<file path="src/shared/ehc_consts.svh">
// Purpose: constants for the managed-flash host controller
// Assumes: system clock 20 MHz, link clock made here by a divider
// Notes: extended configuration bytes are reached with switch commands
`ifndef EHC_CONSTS_SVH
`define EHC_CONSTS_SVH
`define EHC_IDX_BARRIER_EN 8'h1f
`define EHC_IDX_FLUSH 8'h20
`define EHC_IDX_CACHE 8'h21
`define EHC_IDX_NOTICE 8'h22
`define EHC_IDX_MODE_CFG 8'h1e
`define EHC_IDX_SLEEP_TIME 8'hd8
`define EHC_IDX_BARRIER_CAP 9'h1e6
`define EHC_NOTICE_NONE 8'h00
`define EHC_NOTICE_ON 8'h01
`define EHC_NOTICE_SHORT 8'h02
`define EHC_NOTICE_LONG 8'h03
`define EHC_NOTICE_SLEEP 8'h04
`define EHC_FLUSH_BIT 8'h01
`define EHC_BARRIER_BIT 8'h02
`define EHC_MODE_NORMAL 8'h00
`define EHC_MODE_UPGRADE 8'h01
`define EHC_SECTOR_SIZE 32'h0000_0200
`define EHC_SW_WRITE_BYTE 2'h3
`define EHC_CMD_IDLE 6'h00
`define EHC_CMD_SLEEP 6'h05
`define EHC_CMD_SWITCH 6'h06
`define EHC_CMD_SELECT 6'h07
`define EHC_CMD_STATUS 6'h0d
`define EHC_CMD_BLKLEN 6'h10
`define EHC_RSP_SWITCH_ERR 7
`define EHC_REG_OP 4'h0
`define EHC_REG_RCA 4'h1
`define EHC_REG_UPG_ARG 4'h2
`define EHC_REG_CAPS 4'h3
`define EHC_REG_STATUS 4'h4
`define EHC_REG_RESP 4'h5
`define EHC_SYS_MHZ 20
`define EHC_LINK_CLK_NS 400
`define EHC_LINK_HALF_CYC (`EHC_LINK_CLK_NS * `EHC_SYS_MHZ / 2000)
`define EHC_BUSY_TIMEOUT_US 100000
`define EHC_BUSY_TIMEOUT_CYC (`EHC_BUSY_TIMEOUT_US * `EHC_SYS_MHZ)
`define EHC_RST_PULSE_NS 1000
`define EHC_RST_PULSE_CYC ((`EHC_RST_PULSE_NS * `EHC_SYS_MHZ + 999) / 1000)
`define EHC_BUSY_GUARD_CYC 16
`define EHC_RESP_WAIT_CLKS 64
`endif

</file>
<file path="src/shared/ehc_pkg.sv">
// Purpose: types shared by the host controller files
// Assumes: nothing beyond the constants header
// Notes: op codes are what software writes to the op register
package ehc_pkg;
  typedef enum logic [3:0] {
    OP_NONE = 4'h0, OP_UPG_ENTER = 4'h1, OP_UPG_EXIT = 4'h2, OP_PON = 4'h3,
    OP_OFF_SHORT = 4'h4, OP_OFF_LONG = 4'h5, OP_SLEEP = 4'h6, OP_WAKE = 4'h7,
    OP_CACHE_ON = 4'h8, OP_CACHE_OFF = 4'h9, OP_FLUSH = 4'ha, OP_BARRIER = 4'hb,
    OP_BARRIER_EN = 4'hc, OP_GO_IDLE = 4'hd, OP_HW_RESET = 4'he, OP_STATUS = 4'hf
  } ehc_op_e;
  typedef struct packed {
    logic last;
    logic busy_wait;
    logic resp;
    logic [5:0] idx;
    logic [31:0] arg;
  } ehc_step_s;
  function automatic logic [6:0] ehc_crc7(input logic [39:0] d);
    logic [6:0] c;
    logic fb;
    c = 7'h00;
    for (int i = 39; i >= 0; i--) begin
      fb = d[i] ^ c[6];
      c = {c[5:0], 1'b0};
      if (fb) c = c ^ 7'h09;
    end
    return c;
  endfunction
endpackage

</file>
<file path="src/design/ehc_cmd_engine.sv">
// Purpose: serialises one command frame and collects its short response
// Assumes: fall and rise ticks mark the link clock edges, cmd input synced
// Notes: response crc is not checked; status bits are still returned
`timescale 1ns/1ps
`include "ehc_consts.svh"
module ehc_cmd_engine
  import ehc_pkg::*;
(
  input wire logic i_sys_clk,
  input wire logic i_resetn,
  input wire logic i_clk_en,
  input wire logic i_fall,
  input wire logic i_rise,
  input wire logic i_start,
  input wire logic [5:0] i_idx,
  input wire logic [31:0] i_arg,
  input wire logic i_want_resp,
  input wire logic i_cmd_in,
  output logic o_cmd_out,
  output logic o_cmd_oe,
  output logic o_done,
  output logic o_timeout,
  output logic [31:0] o_resp
);
  typedef enum logic [3:0] {
    E_IDLE = 4'b0001, E_SEND = 4'b0010, E_WAIT = 4'b0100, E_RECV = 4'b1000
  } ehc_eng_e;
  ehc_eng_e state_reg;
  logic [47:0] sh_reg;
  logic [46:0] rx_reg;
  logic [6:0] cnt_reg;
  logic want_reg;
  always_ff @(posedge i_sys_clk or negedge i_resetn) begin
    if (!i_resetn) begin
      state_reg <= E_IDLE;
      sh_reg <= 48'h0;
      rx_reg <= 47'h0;
      cnt_reg <= 7'h00;
      want_reg <= 1'b0;
      o_cmd_out <= 1'b1;
      o_cmd_oe <= 1'b0;
      o_done <= 1'b0;
      o_timeout <= 1'b0;
      o_resp <= 32'h0;
    end else if (i_clk_en) begin
      o_done <= 1'b0;
      case (state_reg)
        E_IDLE: begin
          if (i_start) begin
            sh_reg <= {2'b01, i_idx, i_arg, ehc_crc7({2'b01, i_idx, i_arg}), 1'b1};
            cnt_reg <= 7'd48;
            want_reg <= i_want_resp;
            o_timeout <= 1'b0;
            state_reg <= E_SEND;
          end
        end
        E_SEND: begin
          if (i_fall) begin
            if (cnt_reg != 7'h00) begin
              o_cmd_oe <= 1'b1;
              o_cmd_out <= sh_reg[47];
              sh_reg <= {sh_reg[46:0], 1'b1};
              cnt_reg <= cnt_reg - 7'd1;
            end else begin
              // release on the fall after the end bit so the device owns the line for its reply
              o_cmd_oe <= 1'b0;
              o_cmd_out <= 1'b1;
              cnt_reg <= 7'h00;
              state_reg <= want_reg ? E_WAIT : E_IDLE;
              o_done <= !want_reg;
            end
          end
        end
        E_WAIT: begin
          if (i_rise) begin
            if (!i_cmd_in) begin
              cnt_reg <= 7'd47;
              state_reg <= E_RECV;
            end else if (cnt_reg == 7'(`EHC_RESP_WAIT_CLKS)) begin
              o_timeout <= 1'b1;
              o_done <= 1'b1;
              state_reg <= E_IDLE;
            end else begin
              cnt_reg <= cnt_reg + 7'd1;
            end
          end
        end
        E_RECV: begin
          if (i_rise) begin
            rx_reg <= {rx_reg[45:0], i_cmd_in};
            cnt_reg <= cnt_reg - 7'd1;
            if (cnt_reg == 7'd1) begin
              o_resp <= rx_reg[38:7];
              o_done <= 1'b1;
              state_reg <= E_IDLE;
            end
          end
        end
        default: state_reg <= E_IDLE;
      endcase
    end
  end
endmodule // ehc_cmd_engine

</file>
<file path="src/design/ehc_host_ctrl.sv">
// Purpose: host side sequencer for power notice, cache, barrier, code upgrade
// Assumes: software writes an op code; one op at a time; dat0 low means busy
// Notes: host keeps a shadow of the device bytes it writes, since it cannot
//   read the configuration space without a data path
//
// Decided for this implementation: the plain strobed port.
`timescale 1ns/1ps
`include "ehc_consts.svh"
module ehc_host_ctrl
  import ehc_pkg::*;
#(
  parameter int unsigned BUSY_TIMEOUT_CYC = `EHC_BUSY_TIMEOUT_CYC
) (
  input wire logic i_sys_clk,
  input wire logic i_resetn,
  input wire logic i_clk_en,
  input wire logic [3:0] i_addr,
  input wire logic [31:0] i_wdata,
  input wire logic i_wr,
  input wire logic i_rd,
  output logic [31:0] o_rdata,
  output logic o_emmc_clk,
  output logic o_cmd_out,
  output logic o_cmd_oe,
  input wire logic i_cmd_in,
  input wire logic i_dat0,
  output logic o_emmc_rst_n,
  output logic o_busy,
  output logic o_power_safe
);
  typedef enum logic [5:0] {
    S_IDLE = 6'b000001, S_ISSUE = 6'b000010, S_RESP = 6'b000100,
    S_BUSY = 6'b001000, S_RST = 6'b010000, S_NEXT = 6'b100000
  } ehc_seq_e;
  localparam int LINK_HALF = `EHC_LINK_HALF_CYC;
  localparam int RST_CYC = `EHC_RST_PULSE_CYC;

  function automatic logic [31:0] sw_arg(input logic [7:0] idx, input logic [7:0] val);
    return {6'h00, `EHC_SW_WRITE_BYTE, idx, val, 8'h00};
  endfunction
  function automatic ehc_step_s sw_step(input logic [7:0] idx, input logic [7:0] val,
                                        input logic last);
    return '{last: last, busy_wait: 1'b1, resp: 1'b1, idx: `EHC_CMD_SWITCH,
             arg: sw_arg(idx, val)};
  endfunction
  // what each op sends at each step
  function automatic ehc_step_s plan(input ehc_op_e op, input logic [1:0] st,
                                     input logic [15:0] rca);
    ehc_step_s s;
    s = '{last: 1'b1, busy_wait: 1'b0, resp: 1'b1, idx: `EHC_CMD_STATUS,
          arg: {rca, 16'h0}};
    case (op)
      OP_UPG_ENTER: begin
        if (st == 2'd0) s = sw_step(`EHC_IDX_MODE_CFG, `EHC_MODE_UPGRADE, 1'b0);
        else s = '{last: 1'b1, busy_wait: 1'b0, resp: 1'b1, idx: `EHC_CMD_BLKLEN,
                   arg: `EHC_SECTOR_SIZE};
      end
      OP_UPG_EXIT: s = sw_step(`EHC_IDX_MODE_CFG, `EHC_MODE_NORMAL, 1'b1);
      OP_PON: s = sw_step(`EHC_IDX_NOTICE, `EHC_NOTICE_ON, 1'b1);
      OP_OFF_SHORT: s = sw_step(`EHC_IDX_NOTICE, `EHC_NOTICE_SHORT, 1'b1);
      OP_OFF_LONG: s = sw_step(`EHC_IDX_NOTICE, `EHC_NOTICE_LONG, 1'b1);
      OP_SLEEP: begin
        // notice, then deselect (no reply), then sleep
        if (st == 2'd0) s = sw_step(`EHC_IDX_NOTICE, `EHC_NOTICE_SLEEP, 1'b0);
        else if (st == 2'd1) s = '{last: 1'b0, busy_wait: 1'b0, resp: 1'b0,
                                   idx: `EHC_CMD_SELECT, arg: 32'h0};
        else s = '{last: 1'b1, busy_wait: 1'b1, resp: 1'b1, idx: `EHC_CMD_SLEEP,
                   arg: {rca, 1'b1, 15'h0}};
      end
      OP_WAKE: begin
        if (st == 2'd0) s = '{last: 1'b0, busy_wait: 1'b1, resp: 1'b1,
                              idx: `EHC_CMD_SLEEP, arg: {rca, 16'h0}};
        else s = '{last: 1'b1, busy_wait: 1'b1, resp: 1'b1, idx: `EHC_CMD_SELECT,
                   arg: {rca, 16'h0}};
      end
      OP_CACHE_ON: s = sw_step(`EHC_IDX_CACHE, 8'h01, 1'b1);
      OP_CACHE_OFF: s = sw_step(`EHC_IDX_CACHE, 8'h00, 1'b1);
      OP_FLUSH: s = sw_step(`EHC_IDX_FLUSH, `EHC_FLUSH_BIT, 1'b1);
      OP_BARRIER: s = sw_step(`EHC_IDX_FLUSH, `EHC_BARRIER_BIT, 1'b1);
      OP_BARRIER_EN: s = sw_step(`EHC_IDX_BARRIER_EN, 8'h01, 1'b1);
      OP_GO_IDLE: s = '{last: 1'b1, busy_wait: 1'b0, resp: 1'b0, idx: `EHC_CMD_IDLE,
                        arg: 32'h0};
      default: s = s;
    endcase
    return s;
  endfunction

  // link clock divider: this end makes the clock, so no second domain
  logic [3:0] div_reg;
  logic link_fall;
  logic link_rise;
  always_ff @(posedge i_sys_clk or negedge i_resetn) begin
    if (!i_resetn) begin
      div_reg <= 4'h0;
      o_emmc_clk <= 1'b0;
    end else if (i_clk_en) begin
      if (div_reg == 4'(LINK_HALF - 1)) begin
        div_reg <= 4'h0;
        o_emmc_clk <= !o_emmc_clk;
      end else begin
        div_reg <= div_reg + 4'h1;
      end
    end
  end
  assign link_fall = (div_reg == 4'(LINK_HALF - 1)) && o_emmc_clk;
  assign link_rise = (div_reg == 4'(LINK_HALF - 1)) && !o_emmc_clk;

  // pin inputs pass two flops first
  logic cmd_m_reg, cmd_s_reg, dat0_m_reg, dat0_s_reg;
  always_ff @(posedge i_sys_clk or negedge i_resetn) begin
    if (!i_resetn) begin
      cmd_m_reg <= 1'b1;
      cmd_s_reg <= 1'b1;
      dat0_m_reg <= 1'b1;
      dat0_s_reg <= 1'b1;
    end else if (i_clk_en) begin
      cmd_m_reg <= i_cmd_in;
      cmd_s_reg <= cmd_m_reg;
      dat0_m_reg <= i_dat0;
      dat0_s_reg <= dat0_m_reg;
    end
  end

  // software registers
  logic [15:0] rca_reg;
  logic [31:0] upg_arg_reg;
  logic cap_upg_reg, cap_opcode_reg, cap_barrier_reg;
  always_ff @(posedge i_sys_clk or negedge i_resetn) begin
    if (!i_resetn) begin
      rca_reg <= 16'h0001;
      upg_arg_reg <= 32'h0;
      cap_upg_reg <= 1'b0;
      cap_opcode_reg <= 1'b0;
      cap_barrier_reg <= 1'b0;
    end else if (i_clk_en && i_wr) begin
      if (i_addr == `EHC_REG_RCA) rca_reg <= i_wdata[15:0];
      if (i_addr == `EHC_REG_UPG_ARG) upg_arg_reg <= i_wdata;
      if (i_addr == `EHC_REG_CAPS) begin
        cap_upg_reg <= i_wdata[0];
        cap_opcode_reg <= i_wdata[1];
        cap_barrier_reg <= i_wdata[2];
      end
    end
  end

  // sequencer
  ehc_seq_e state_reg;
  ehc_op_e op_reg;
  logic [1:0] step_reg;
  logic [31:0] wait_reg;
  logic [31:0] resp_reg;
  logic refused_reg, err_to_reg, err_sw_reg, err_st_reg;
  logic [7:0] notice_reg;
  logic pon_written_reg, asleep_reg, upg_mode_reg, cache_on_reg, barrier_en_reg;
  logic eng_start, eng_done, eng_to;
  logic [31:0] eng_resp;
  ehc_step_s cur;
  ehc_op_e wr_op;
  logic accept, refuse;

  assign cur = plan(op_reg, step_reg, rca_reg);
  assign wr_op = ehc_op_e'(i_wdata[3:0]);
  assign accept = i_clk_en && i_wr && (i_addr == `EHC_REG_OP) && (state_reg == S_IDLE);
  always_comb begin
    refuse = 1'b0;
    case (wr_op)
      OP_NONE: refuse = 1'b1;
      OP_UPG_ENTER: refuse = !cap_upg_reg || asleep_reg;
      OP_OFF_SHORT, OP_OFF_LONG: refuse = !pon_written_reg || asleep_reg;
      OP_SLEEP: refuse = (notice_reg != `EHC_NOTICE_ON) || asleep_reg;
      OP_WAKE: refuse = !asleep_reg;
      OP_BARRIER: refuse = !barrier_en_reg || !cap_barrier_reg || asleep_reg;
      OP_HW_RESET, OP_GO_IDLE: refuse = 1'b0;
      default: refuse = asleep_reg;
    endcase
  end
  assign eng_start = i_clk_en && (state_reg == S_ISSUE);

  always_ff @(posedge i_sys_clk or negedge i_resetn) begin
    if (!i_resetn) begin
      state_reg <= S_IDLE;
      op_reg <= OP_NONE;
      step_reg <= 2'd0;
      wait_reg <= 32'h0;
      resp_reg <= 32'h0;
      refused_reg <= 1'b0;
      err_to_reg <= 1'b0;
      err_sw_reg <= 1'b0;
      err_st_reg <= 1'b0;
      o_emmc_rst_n <= 1'b1;
      o_busy <= 1'b0;
    end else if (i_clk_en) begin
      case (state_reg)
        S_IDLE: begin
          if (accept) begin
            // errors clear when an op is written in idle, refused or not; err_st_reg is also rewritten by each later reply of the same op
            refused_reg <= refuse;
            err_to_reg <= 1'b0;
            err_sw_reg <= 1'b0;
            err_st_reg <= 1'b0;
            if (!refuse) begin
              op_reg <= wr_op;
              step_reg <= 2'd0;
              wait_reg <= 32'h0;
              o_busy <= 1'b1;
              if (wr_op == OP_HW_RESET) begin
                o_emmc_rst_n <= 1'b0;
                state_reg <= S_RST;
              end else begin
                state_reg <= S_ISSUE;
              end
            end
          end
        end
        S_ISSUE: state_reg <= S_RESP;
        S_RESP: begin
          if (eng_done) begin
            resp_reg <= eng_resp;
            wait_reg <= 32'h0;
            if (eng_to) begin
              err_to_reg <= 1'b1;
              state_reg <= S_IDLE;
              o_busy <= 1'b0;
            end else begin
              if (cur.idx == `EHC_CMD_SWITCH) err_sw_reg <= eng_resp[`EHC_RSP_SWITCH_ERR];
              if (cur.resp) err_st_reg <= |eng_resp[31:19];
              state_reg <= cur.busy_wait ? S_BUSY : S_NEXT;
            end
          end
        end
        S_BUSY: begin
          // the guard lets the device pull dat0 low before we look at it
          wait_reg <= wait_reg + 32'h1;
          if (wait_reg >= 32'(BUSY_TIMEOUT_CYC)) begin
            err_to_reg <= 1'b1;
            state_reg <= S_IDLE;
            o_busy <= 1'b0;
          end else if (wait_reg >= 32'(`EHC_BUSY_GUARD_CYC) && dat0_s_reg) begin
            state_reg <= S_NEXT;
          end
        end
        S_RST: begin
          wait_reg <= wait_reg + 32'h1;
          if (wait_reg == 32'(RST_CYC - 1)) begin
            o_emmc_rst_n <= 1'b1;
            state_reg <= S_IDLE;
            o_busy <= 1'b0;
          end
        end
        S_NEXT: begin
          if (cur.last) begin
            state_reg <= S_IDLE;
            o_busy <= 1'b0;
          end else begin
            step_reg <= step_reg + 2'd1;
            state_reg <= S_ISSUE;
          end
        end
        default: state_reg <= S_IDLE;
      endcase
    end
  end

  // shadow of device state as written by this host
  logic step_ok;
  assign step_ok = (state_reg == S_NEXT) && !err_sw_reg;
  always_ff @(posedge i_sys_clk or negedge i_resetn) begin
    if (!i_resetn) begin
      notice_reg <= `EHC_NOTICE_NONE;
      pon_written_reg <= 1'b0;
      asleep_reg <= 1'b0;
      upg_mode_reg <= 1'b0;
      cache_on_reg <= 1'b0;
      barrier_en_reg <= 1'b0;
      o_power_safe <= 1'b0;
    end else if (i_clk_en) begin
      if ((state_reg == S_RST) || (step_ok && op_reg == OP_GO_IDLE)) begin
        notice_reg <= `EHC_NOTICE_NONE;
        pon_written_reg <= 1'b0;
        asleep_reg <= 1'b0;
        upg_mode_reg <= 1'b0;
        cache_on_reg <= 1'b0;
        barrier_en_reg <= 1'b0;
        o_power_safe <= 1'b0;
      end else if (step_ok) begin
        case (op_reg)
          OP_PON: begin
            notice_reg <= `EHC_NOTICE_ON;
            pon_written_reg <= 1'b1;
          end
          OP_OFF_SHORT: begin
            notice_reg <= `EHC_NOTICE_SHORT;
            o_power_safe <= 1'b1;
          end
          OP_OFF_LONG: begin
            notice_reg <= `EHC_NOTICE_LONG;
            o_power_safe <= 1'b1;
          end
          OP_SLEEP: begin
            if (step_reg == 2'd0) notice_reg <= `EHC_NOTICE_SLEEP;
            if (step_reg == 2'd2) asleep_reg <= 1'b1;
          end
          OP_WAKE: begin
            asleep_reg <= 1'b0;
            notice_reg <= `EHC_NOTICE_ON;
          end
          OP_UPG_ENTER: upg_mode_reg <= 1'b1;
          OP_UPG_EXIT: upg_mode_reg <= 1'b0;
          OP_CACHE_ON: cache_on_reg <= 1'b1;
          OP_CACHE_OFF: cache_on_reg <= 1'b0;
          OP_BARRIER_EN: barrier_en_reg <= 1'b1;
          default: notice_reg <= notice_reg;
        endcase
      end else if (accept && !refuse && wr_op != OP_HW_RESET && pon_written_reg &&
                   (notice_reg == `EHC_NOTICE_SHORT || notice_reg == `EHC_NOTICE_LONG)) begin
        // any further command makes the device fall back to powered on
        notice_reg <= `EHC_NOTICE_ON;
        o_power_safe <= 1'b0;
      end
    end
  end

  // read port, data one cycle after the strobe
  always_ff @(posedge i_sys_clk or negedge i_resetn) begin
    if (!i_resetn) begin
      o_rdata <= 32'h0;
    end else if (i_clk_en) begin
      o_rdata <= 32'h0;
      if (i_rd) begin
        case (i_addr)
          `EHC_REG_OP: o_rdata <= {28'h0, op_reg};
          `EHC_REG_RCA: o_rdata <= {16'h0, rca_reg};
          `EHC_REG_UPG_ARG: o_rdata <= upg_arg_reg;
          `EHC_REG_CAPS: o_rdata <= {29'h0, cap_barrier_reg, cap_opcode_reg, cap_upg_reg};
          `EHC_REG_STATUS: o_rdata <= {15'h0, o_power_safe, notice_reg, asleep_reg,
                                       barrier_en_reg, cache_on_reg, upg_mode_reg,
                                       err_st_reg, err_sw_reg, err_to_reg, refused_reg};
          `EHC_REG_RESP: o_rdata <= resp_reg;
          default: o_rdata <= 32'h0;
        endcase
      end
    end
  end

  ehc_cmd_engine u_eng (
    .i_sys_clk(i_sys_clk),
    .i_resetn(i_resetn),
    .i_clk_en(i_clk_en),
    .i_fall(link_fall),
    .i_rise(link_rise),
    .i_start(eng_start),
    .i_idx(cur.idx),
    .i_arg(cur.arg),
    .i_want_resp(cur.resp),
    .i_cmd_in(cmd_s_reg),
    .o_cmd_out(o_cmd_out),
    .o_cmd_oe(o_cmd_oe),
    .o_done(eng_done),
    .o_timeout(eng_to),
    .o_resp(eng_resp)
  );
endmodule // ehc_host_ctrl

</file>
<file path="config.mk">
export PLATFORM = sky130hd
export DESIGN_NAME = ehc_host_ctrl
export DESIGN_NICKNAME = d
export VERILOG_FILES = /design/src/shared/ehc_pkg.sv /design/src/design/ehc_cmd_engine.sv /design/src/design/ehc_host_ctrl.sv
export VERILOG_INCLUDE_DIRS = /design/src /design/src/shared
export SDC_FILE = /design/constraint.sdc
export NUM_CORES = 1
export LEC_CHECK = 0
export BUFFER_PORTS_ARGS = -buffer_cell sky130_fd_sc_hd__buf_2
export CORE_ASPECT_RATIO = 1.1
export CORE_MARGIN = 5
export CORE_UTILIZATION = 25
export DETAILED_ROUTE_END_ITERATION = 16
export PLACE_DENSITY = 0.45
export SLEW_MARGIN = 10
export SYNTH_ARGS = -nofsm -noshare
export SYNTH_HDL_FRONTEND = slang
export SYNTH_SLANG_ARGS = --single-unit
</file>
<file path="constraint.sdc">
create_clock -name i_sys_clk -period 3.55 [get_ports i_sys_clk]
set_input_delay 0.71 -clock i_sys_clk [delete_from_list [all_inputs] [get_ports i_sys_clk]]
set_output_delay 0.71 -clock i_sys_clk [all_outputs]
set_load 0.01 [all_outputs]
</file>
==> results of run 1 <==
[critical path, delay by kind of cell, from the launching register on]
family	cells	cell delay (ns)
DFF	1	0.40
AOI/OAI and AO/OA	2	0.32
xor gates and xnor gates	3	1.17
and+or+nand+nor	3	0.79
buffers and inverters	2	0.27
adders and majority gates	1	0.26
[kinds of logic after synthesis]
family | after synthesis | synth area share, %
flops | 318 | 50.5
mux | 181 | 13.0
compound gates | 344 | 13.9
simple gates | 443 | 13.4
buf+inv | 160 | 4.06
xor+xnor | 65 | 4.39
fa+ha+maj | 9 | 0.714
[final timing paths]
kind / slack (ns) / from / endpoint / cells after the start
worst max-delay path: 0.19 / step_reg[0] / u_eng.sh_reg[6] / 11
worst min register to register: 0.47 / u_eng.sh_reg[0] / u_eng.sh_reg[0] / 1
worst min-delay path: 0.16 / i_resetn / o_rdata[29] / 1
min in group i_sys_clk: 0.40 / i_wdata[8] / rca_reg[8] / 3
worst max register to register: 0.19 / step_reg[0] / u_eng.sh_reg[6] / 11
max in group asynchronous: 2.41 / i_resetn / dat0_m_reg / 2
[cell usage in the layout, fill, tap and decap left out, types with 7 or more instances in the layout]
cell type,Yosys,layout
nor4_1,15,14
buf_12,0,8
buf_2,4,79
o22ai_1,39,39
dfrtp_1,309,308
nand3_1,30,30
a222oi_1,15,15
a22oi_1,18,18
or3_1,8,8
clkbuf_16,0,37
a31oi_1,8,7
a21boi_0,7,7
nand2_1,145,144
mux2i_1,15,15
mux2_2,160,160
nor2_1,109,106
a21oi_1,69,69
nand2b_1,10,10
and3_1,20,19
and2_1,10,10
nor2b_1,11,11
o31ai_1,11,11
nand4_1,16,16
clkbuf_1,67,10
nor3_1,33,31
dfstp_2,9,9
buf_4,1,47
xor2_1,23,23
a211oi_1,11,11
xnor2_1,31,31
ha_1,9,8
inv_1,65,65
o21ai_0,112,112
[cell type report]
class | instances | area share, %
Clock buffer | 53 | 5.60
Timing Repair Buffer | 135 | 4.95
Clock inverter | 13 | 1.19
Multi-Input combinational cell | 1042 | 38.6
Tap cell | 833 | 5.58
Inverter | 66 | 1.33
Antenna cell | 3 | 0.0402
Sequential cell | 318 | 42.7
[metrics by stage]
step           power (mW)  setup TNS [ns]  util, %  hold slack, ns
2_1_floorplan        6.19               0        -           0.414
3_3_place_gp         7.00               0     27.8           0.452
3_5_place_dp         7.03               0     27.8           0.459
4_1_cts              11.2               0     29.9           0.182
5_1_grt              11.6         -0.0162     29.9           0.204
6_report             11.0               0     29.9           0.161
[power by group through the flow]
stage	combinational [mW]	clock [mW]	sequential [mW]
after floorplan	1.91	0	4.29
after global placement	2.53	0	4.48
after detailed placement	2.55	0	4.48
after CTS	2.56	4.19	4.42
after global routing	2.82	4.33	4.48
final	2.53	4.03	4.42
[per-layer routing]
metal  vias up  GRT usage (%)  share of wire, %
met5         -              0             0.033
met3        65           2.61               4.2
met2       200           20.1                47
met1      5823           16.7                46
met4         4           3.60               2.3
li1       5598              -                 -
==> flow_summary.yaml, run 1 <==
finish:
  regArea_sq_um: 7970
  fillerInstances: 6609
  multi_input_area_sq_um: 7210
  largest_reg_flops: 48
  fin_area_sq_um: 18700
  final_cells: 2463
  layout.nets: 1652
  area_growth_syn_to_layout_pct: 18.3
  layout-drive-gt1-share_pct: 24.7
pwr:
  clkPwrFrac_pct: 36.7
  p_comb_share_pct: 23.0
  sw_frac_of_total_pct: 30.8
  p_per_area_nw_per_um2: 588
  leakagePower_nw: 8.31
  p_sw_mw: 3.38
  power.internal_mw: 7.59
  seq_power_share_pct: 40.3
  ir_worst_vdd_mv: 0.297
yosys:
  synth_area_leaders: "dfrtp_1, mux2_2, o21ai_0, nand2_1, nor2_1"
  yosys-top-cells-count: "dfrtp_1, mux2_2, nand2_1, o21ai_0, nor2_1"
  ys_seq_area_share_pct: 50.5
  syn_avg_cell_area_sq_um: 10.4
  syn_nets: 1572
  synth_cell_types: 90
  synth.largest_area_cell: "dfrtp_1"
  synthesis.area_sq_um: 15800
  syn-instance-count: 1520
  yosysTopAreaCellShare_pct: 49.0
  yosys_most_used_dff: "dfrtp_1"
  synth_async_sr_flop_share_pct: 100
  synth_edf_count: 0
  ys_ff_latch: 318
  synth_warnings: 0
  yosys.cell_count.top_type: "dfrtp_1"
placement:
  globalplace.congestion: 0.874
  io_buffers: 80
  dp.cells: 2394
  hpwl_mm: 29.8
  placed_cell_area_sq_um: 17400
  place_worst_setup_slack_ns: 0.0853
status:
  outcome: "finished clean"
clock_network:
  clock_path_buffers: 3
  cts_root_buf: "clkbuf_16"
  cts_buffers: 37
  cts_setup_buffers: 0
  cts_tree: "done"
  cts_num_sinks: 318
  h-tree-depth: 2
  path_clk_slew_ns: 0.06
  worstSkewPairLatency_ns: 0.54
  cts_resized: 0
  cts_hold_buf: 0
setup_path:
  cp-start-kind: "flip-flop"
  cp.arrival_ns: 3.78
  cp_slowest_cell: "xnor3_1"
  path_cells: "inv_1 > ha_2 > or2_1 > a21oi_2 > buf_4 > a41oi_1 > xnor3_2 > xor2_2 > xnor3_1 > and3_1 > or3_1"
  critPathMaxStageDelay_ns: 0.48
  path_class: "reg -> reg"
  endpoint_kind: "flip-flop"
  cp_max_fo: 8
  cp.required_ns: 3.97
sta:
  layout_setup_ws_ns: 0.194
  tightest_slew_ns: 0.901
  fin_crit_ns: 3.36
  relSlewSlack_pct: 39.9
  rsz0062_at_grt: "true"
  fin_crit_sh_pct: 94.5
  hold_violations: 0
  setup_viol: 0
  clock_skew_ns: 0.0111
  drv_slew: 0
  fmax_ghz: 0.298
global_routing:
  grt_max_degree: 92
  grt_antenna_before_repair: 4
  grt_pass1_wl_mm: 69.3
  grt_usage_pct: 12.4
  first_global_vias: 12100
  overflow: 0
die:
  core-area_sq_um: 62500
  die-area_sq_um: 68200
  rows: 96
  die-height_um: 273
  start_util_pct: 25.3
  die_w_um: 250
  io_pins: 81
routing:
  dr_total_vias: 11700
  drt-initial-drc-count: 669
  wl_per_cell_um: 17.2
  drc: 0
  drtAntennaViolNets: 0
  dr.pass1.iters: 5
  wl_mm: 42.5
  via_per_inst: 4.75
flow_run:
  drv_cap: 0
worst_hold_path:
  hold_path.class: "in -> async"
(Power assumes the default switching activity.)
==> run 2, diff against run 1 <==
--- a/config.mk
+++ b/config.mk
@@ -9,9 +9,9 @@
 export BUFFER_PORTS_ARGS = -buffer_cell sky130_fd_sc_hd__buf_2
 export CORE_ASPECT_RATIO = 1.1
 export CORE_MARGIN = 5
-export CORE_UTILIZATION = 25
+export CORE_UTILIZATION = 60
 export DETAILED_ROUTE_END_ITERATION = 16
-export PLACE_DENSITY = 0.45
+export PLACE_DENSITY = 0.84
 export SLEW_MARGIN = 10
 export SYNTH_ARGS = -nofsm -noshare
 export SYNTH_HDL_FRONTEND = slang
==> run 2 against run 1 <==
  * Via count rose by 3.7%
  * Setup slack got worse by 0.024 ns
  * Critical endpoint unchanged
  * First-iteration DRC count increased by 72%
  * Cell count down 20%
==> flow_summary.yaml, run 2 (synthesized netlist as in run 1, its figures left out) <==
finish:
  mostFrequentLayoutCell: "dfrtp_1"
  layout.nets: 1655
  largest_reg_flops: 48
  area_growth_syn_to_layout_pct: 13.5
  layout-drive-gt1-share_pct: 24.6
  final_cell_mix: "dfrtp_1, mux2_2, nand2_1, o21ai_0, nor2_1"
  fin_util_pct: 68.9
  final_cells: 1979
  fillerInstances: 1821
global_routing:
  grt_usage_pct: 26.5
  grt_antenna_before_repair: 1
  overflow: 0
  grt_pass1_wl_mm: 64.3
  grt_max_degree: 114
  first_global_vias: 12300
die:
  die-area_sq_um: 29600
  io_pins: 81
  rows: 62
  die-height_um: 180
  core-area_sq_um: 26000
  start_util_pct: 60.7
  die_w_um: 165
sta:
  hold_violations: 0
  fmax_ghz: 0.296
  fin_crit_sh_pct: 95.2
  setup_viol: 0
  fin_crit_ns: 3.38
  relSlewSlack_pct: 38.8
  tns_ns: 0
  layout_setup_ws_ns: 0.170
  drv_slew: 0
  rsz0062_at_grt: "false"
  tightest_slew_ns: 0.918
  clock_skew_ns: 0.0166
routing:
  dr.pass1.iters: 6
  drc: 0
  via_per_inst: 6.13
  drt-initial-drc-count: 1150
  dr_total_vias: 12100
  drtAntennaViolNets: 0
  wl_mm: 39.2
  wl_per_cell_um: 19.8
setup_path:
  cp.required_ns: 3.94
  path_class: "reg -> reg"
  cp.arrival_ns: 3.77
  cp_max_fo: 12
  r2r_cells: 11
  cp-start-kind: "flip-flop"
  reg2reg_slack_ns: 0.17
  endpoint_kind: "flip-flop"
  r2r_start: "step_reg[0]"
  reg2reg_to: "u_eng.sh_reg[6]"
flow_run:
  drv_cap: 0
clock_network:
  h-tree-depth: 2
  worstSkewPairLatency_ns: 0.52
  cts_tree: "done"
  cts_buffers: 34
  cts_num_sinks: 318
  cts_root_buf: "clkbuf_16"
  cts_hold_buf: 0
  clock_path_buffers: 3
  path_clk_slew_ns: 0.06
placement:
  globalplace.congestion: 0.970
  place_worst_setup_slack_ns: 0.0156
  io_buffers: 80
  dp.cells: 1919
  hpwl_mm: 26.8
pwr:
  ir_worst_vdd_mv: 0.412
  p_per_area_nw_per_um2: 587
  leakagePower_nw: 8.24
status:
  outcome: "finished clean"
worst_hold_path:
  hold_path.class: "in -> async"
-- run 2: how the worst max path moves through the flow --
stage	end	from	cells past startpoint	slack (ns)
final	u_eng.sh_reg[6]	step_reg[0]	11	0.17
after global routing	u_eng.sh_reg[6]	step_reg[0]	11	0.002
after CTS	u_eng.sh_reg[6]	step_reg[0]	11	0.01
after detailed placement	u_eng.sh_reg[6]	step_reg[0]	11	0.02
after global placement	u_eng.sh_reg[6]	step_reg[0]	11	0.12
after floorplan	u_eng.sh_reg[6]	step_reg[0]	12	0.31
-- run 2: what timing repair did --
item	in CTS	in global routing
setup endpoints to repair	0	3
buffers inserted	0	0
gates resized for setup	0	2
-- run 2: area by class of cell --
class	count	area, sq um	share of cell area (%)
Sequential cell	318	7970	44.5
Timing Repair Buffer	141	931	5.20
Inverter	66	248	1.38
Clock inverter	13	170	0.950
Multi-Input combinational cell	1042	7200	40.2
Tap cell	352	440	2.46
Antenna cell	2	5.00	0.0280
Clock buffer	45	943	5.27
-- run 2: power breakdown --
| group | total, mW | internal, mW | switching, mW |
|---|---|---|---|
| combinational | 2.52 | 1.08 | 1.44 |
| clock | 3.57 | 2.11 | 1.47 |
| sequential | 4.42 | 4.02 | 0.399 |
| total | 10.5 | 7.21 | 3.31 |
-- run 2: routing by layer --
| metal | track usage (%) | part of all wire [%] | wire length [um] |
|---|---|---|---|
| met1 | 36.0 | 42 | 16300 |
| met3 | 3.77 | 5.3 | 2090 |
| met5 | 0 | 0 | 0 |
| met2 | 44.2 | 50 | 19600 |
| met4 | 8.59 | 2.9 | 1150 |
-- run 2: critical path, cell delays in order (launching register included) --
cell	delay, ns
dfrtp_1	0.38
inv_1	0.11
ha_2	0.34
or3_1	0.18
a21oi_2	0.09
or4_1	0.47
a31oi_1	0.33
nor2_1	0.16
xor2_2	0.24
xnor3_1	0.47
and3_1	0.16
or3_1	0.33
-- run 2: stage by stage --
stage | hold slack [ns] | cell area (sq um) | power, mW
floorplan | 0.414 | 15800 | 6.19
global placement | 0.452 | 16800 | 6.86
detailed placement | 0.457 | 16800 | 6.95
CTS | 0.318 | 17900 | 10.5
global route | 0.328 | 17900 | 11.0
finish | 0.270 | 17900 | 10.5
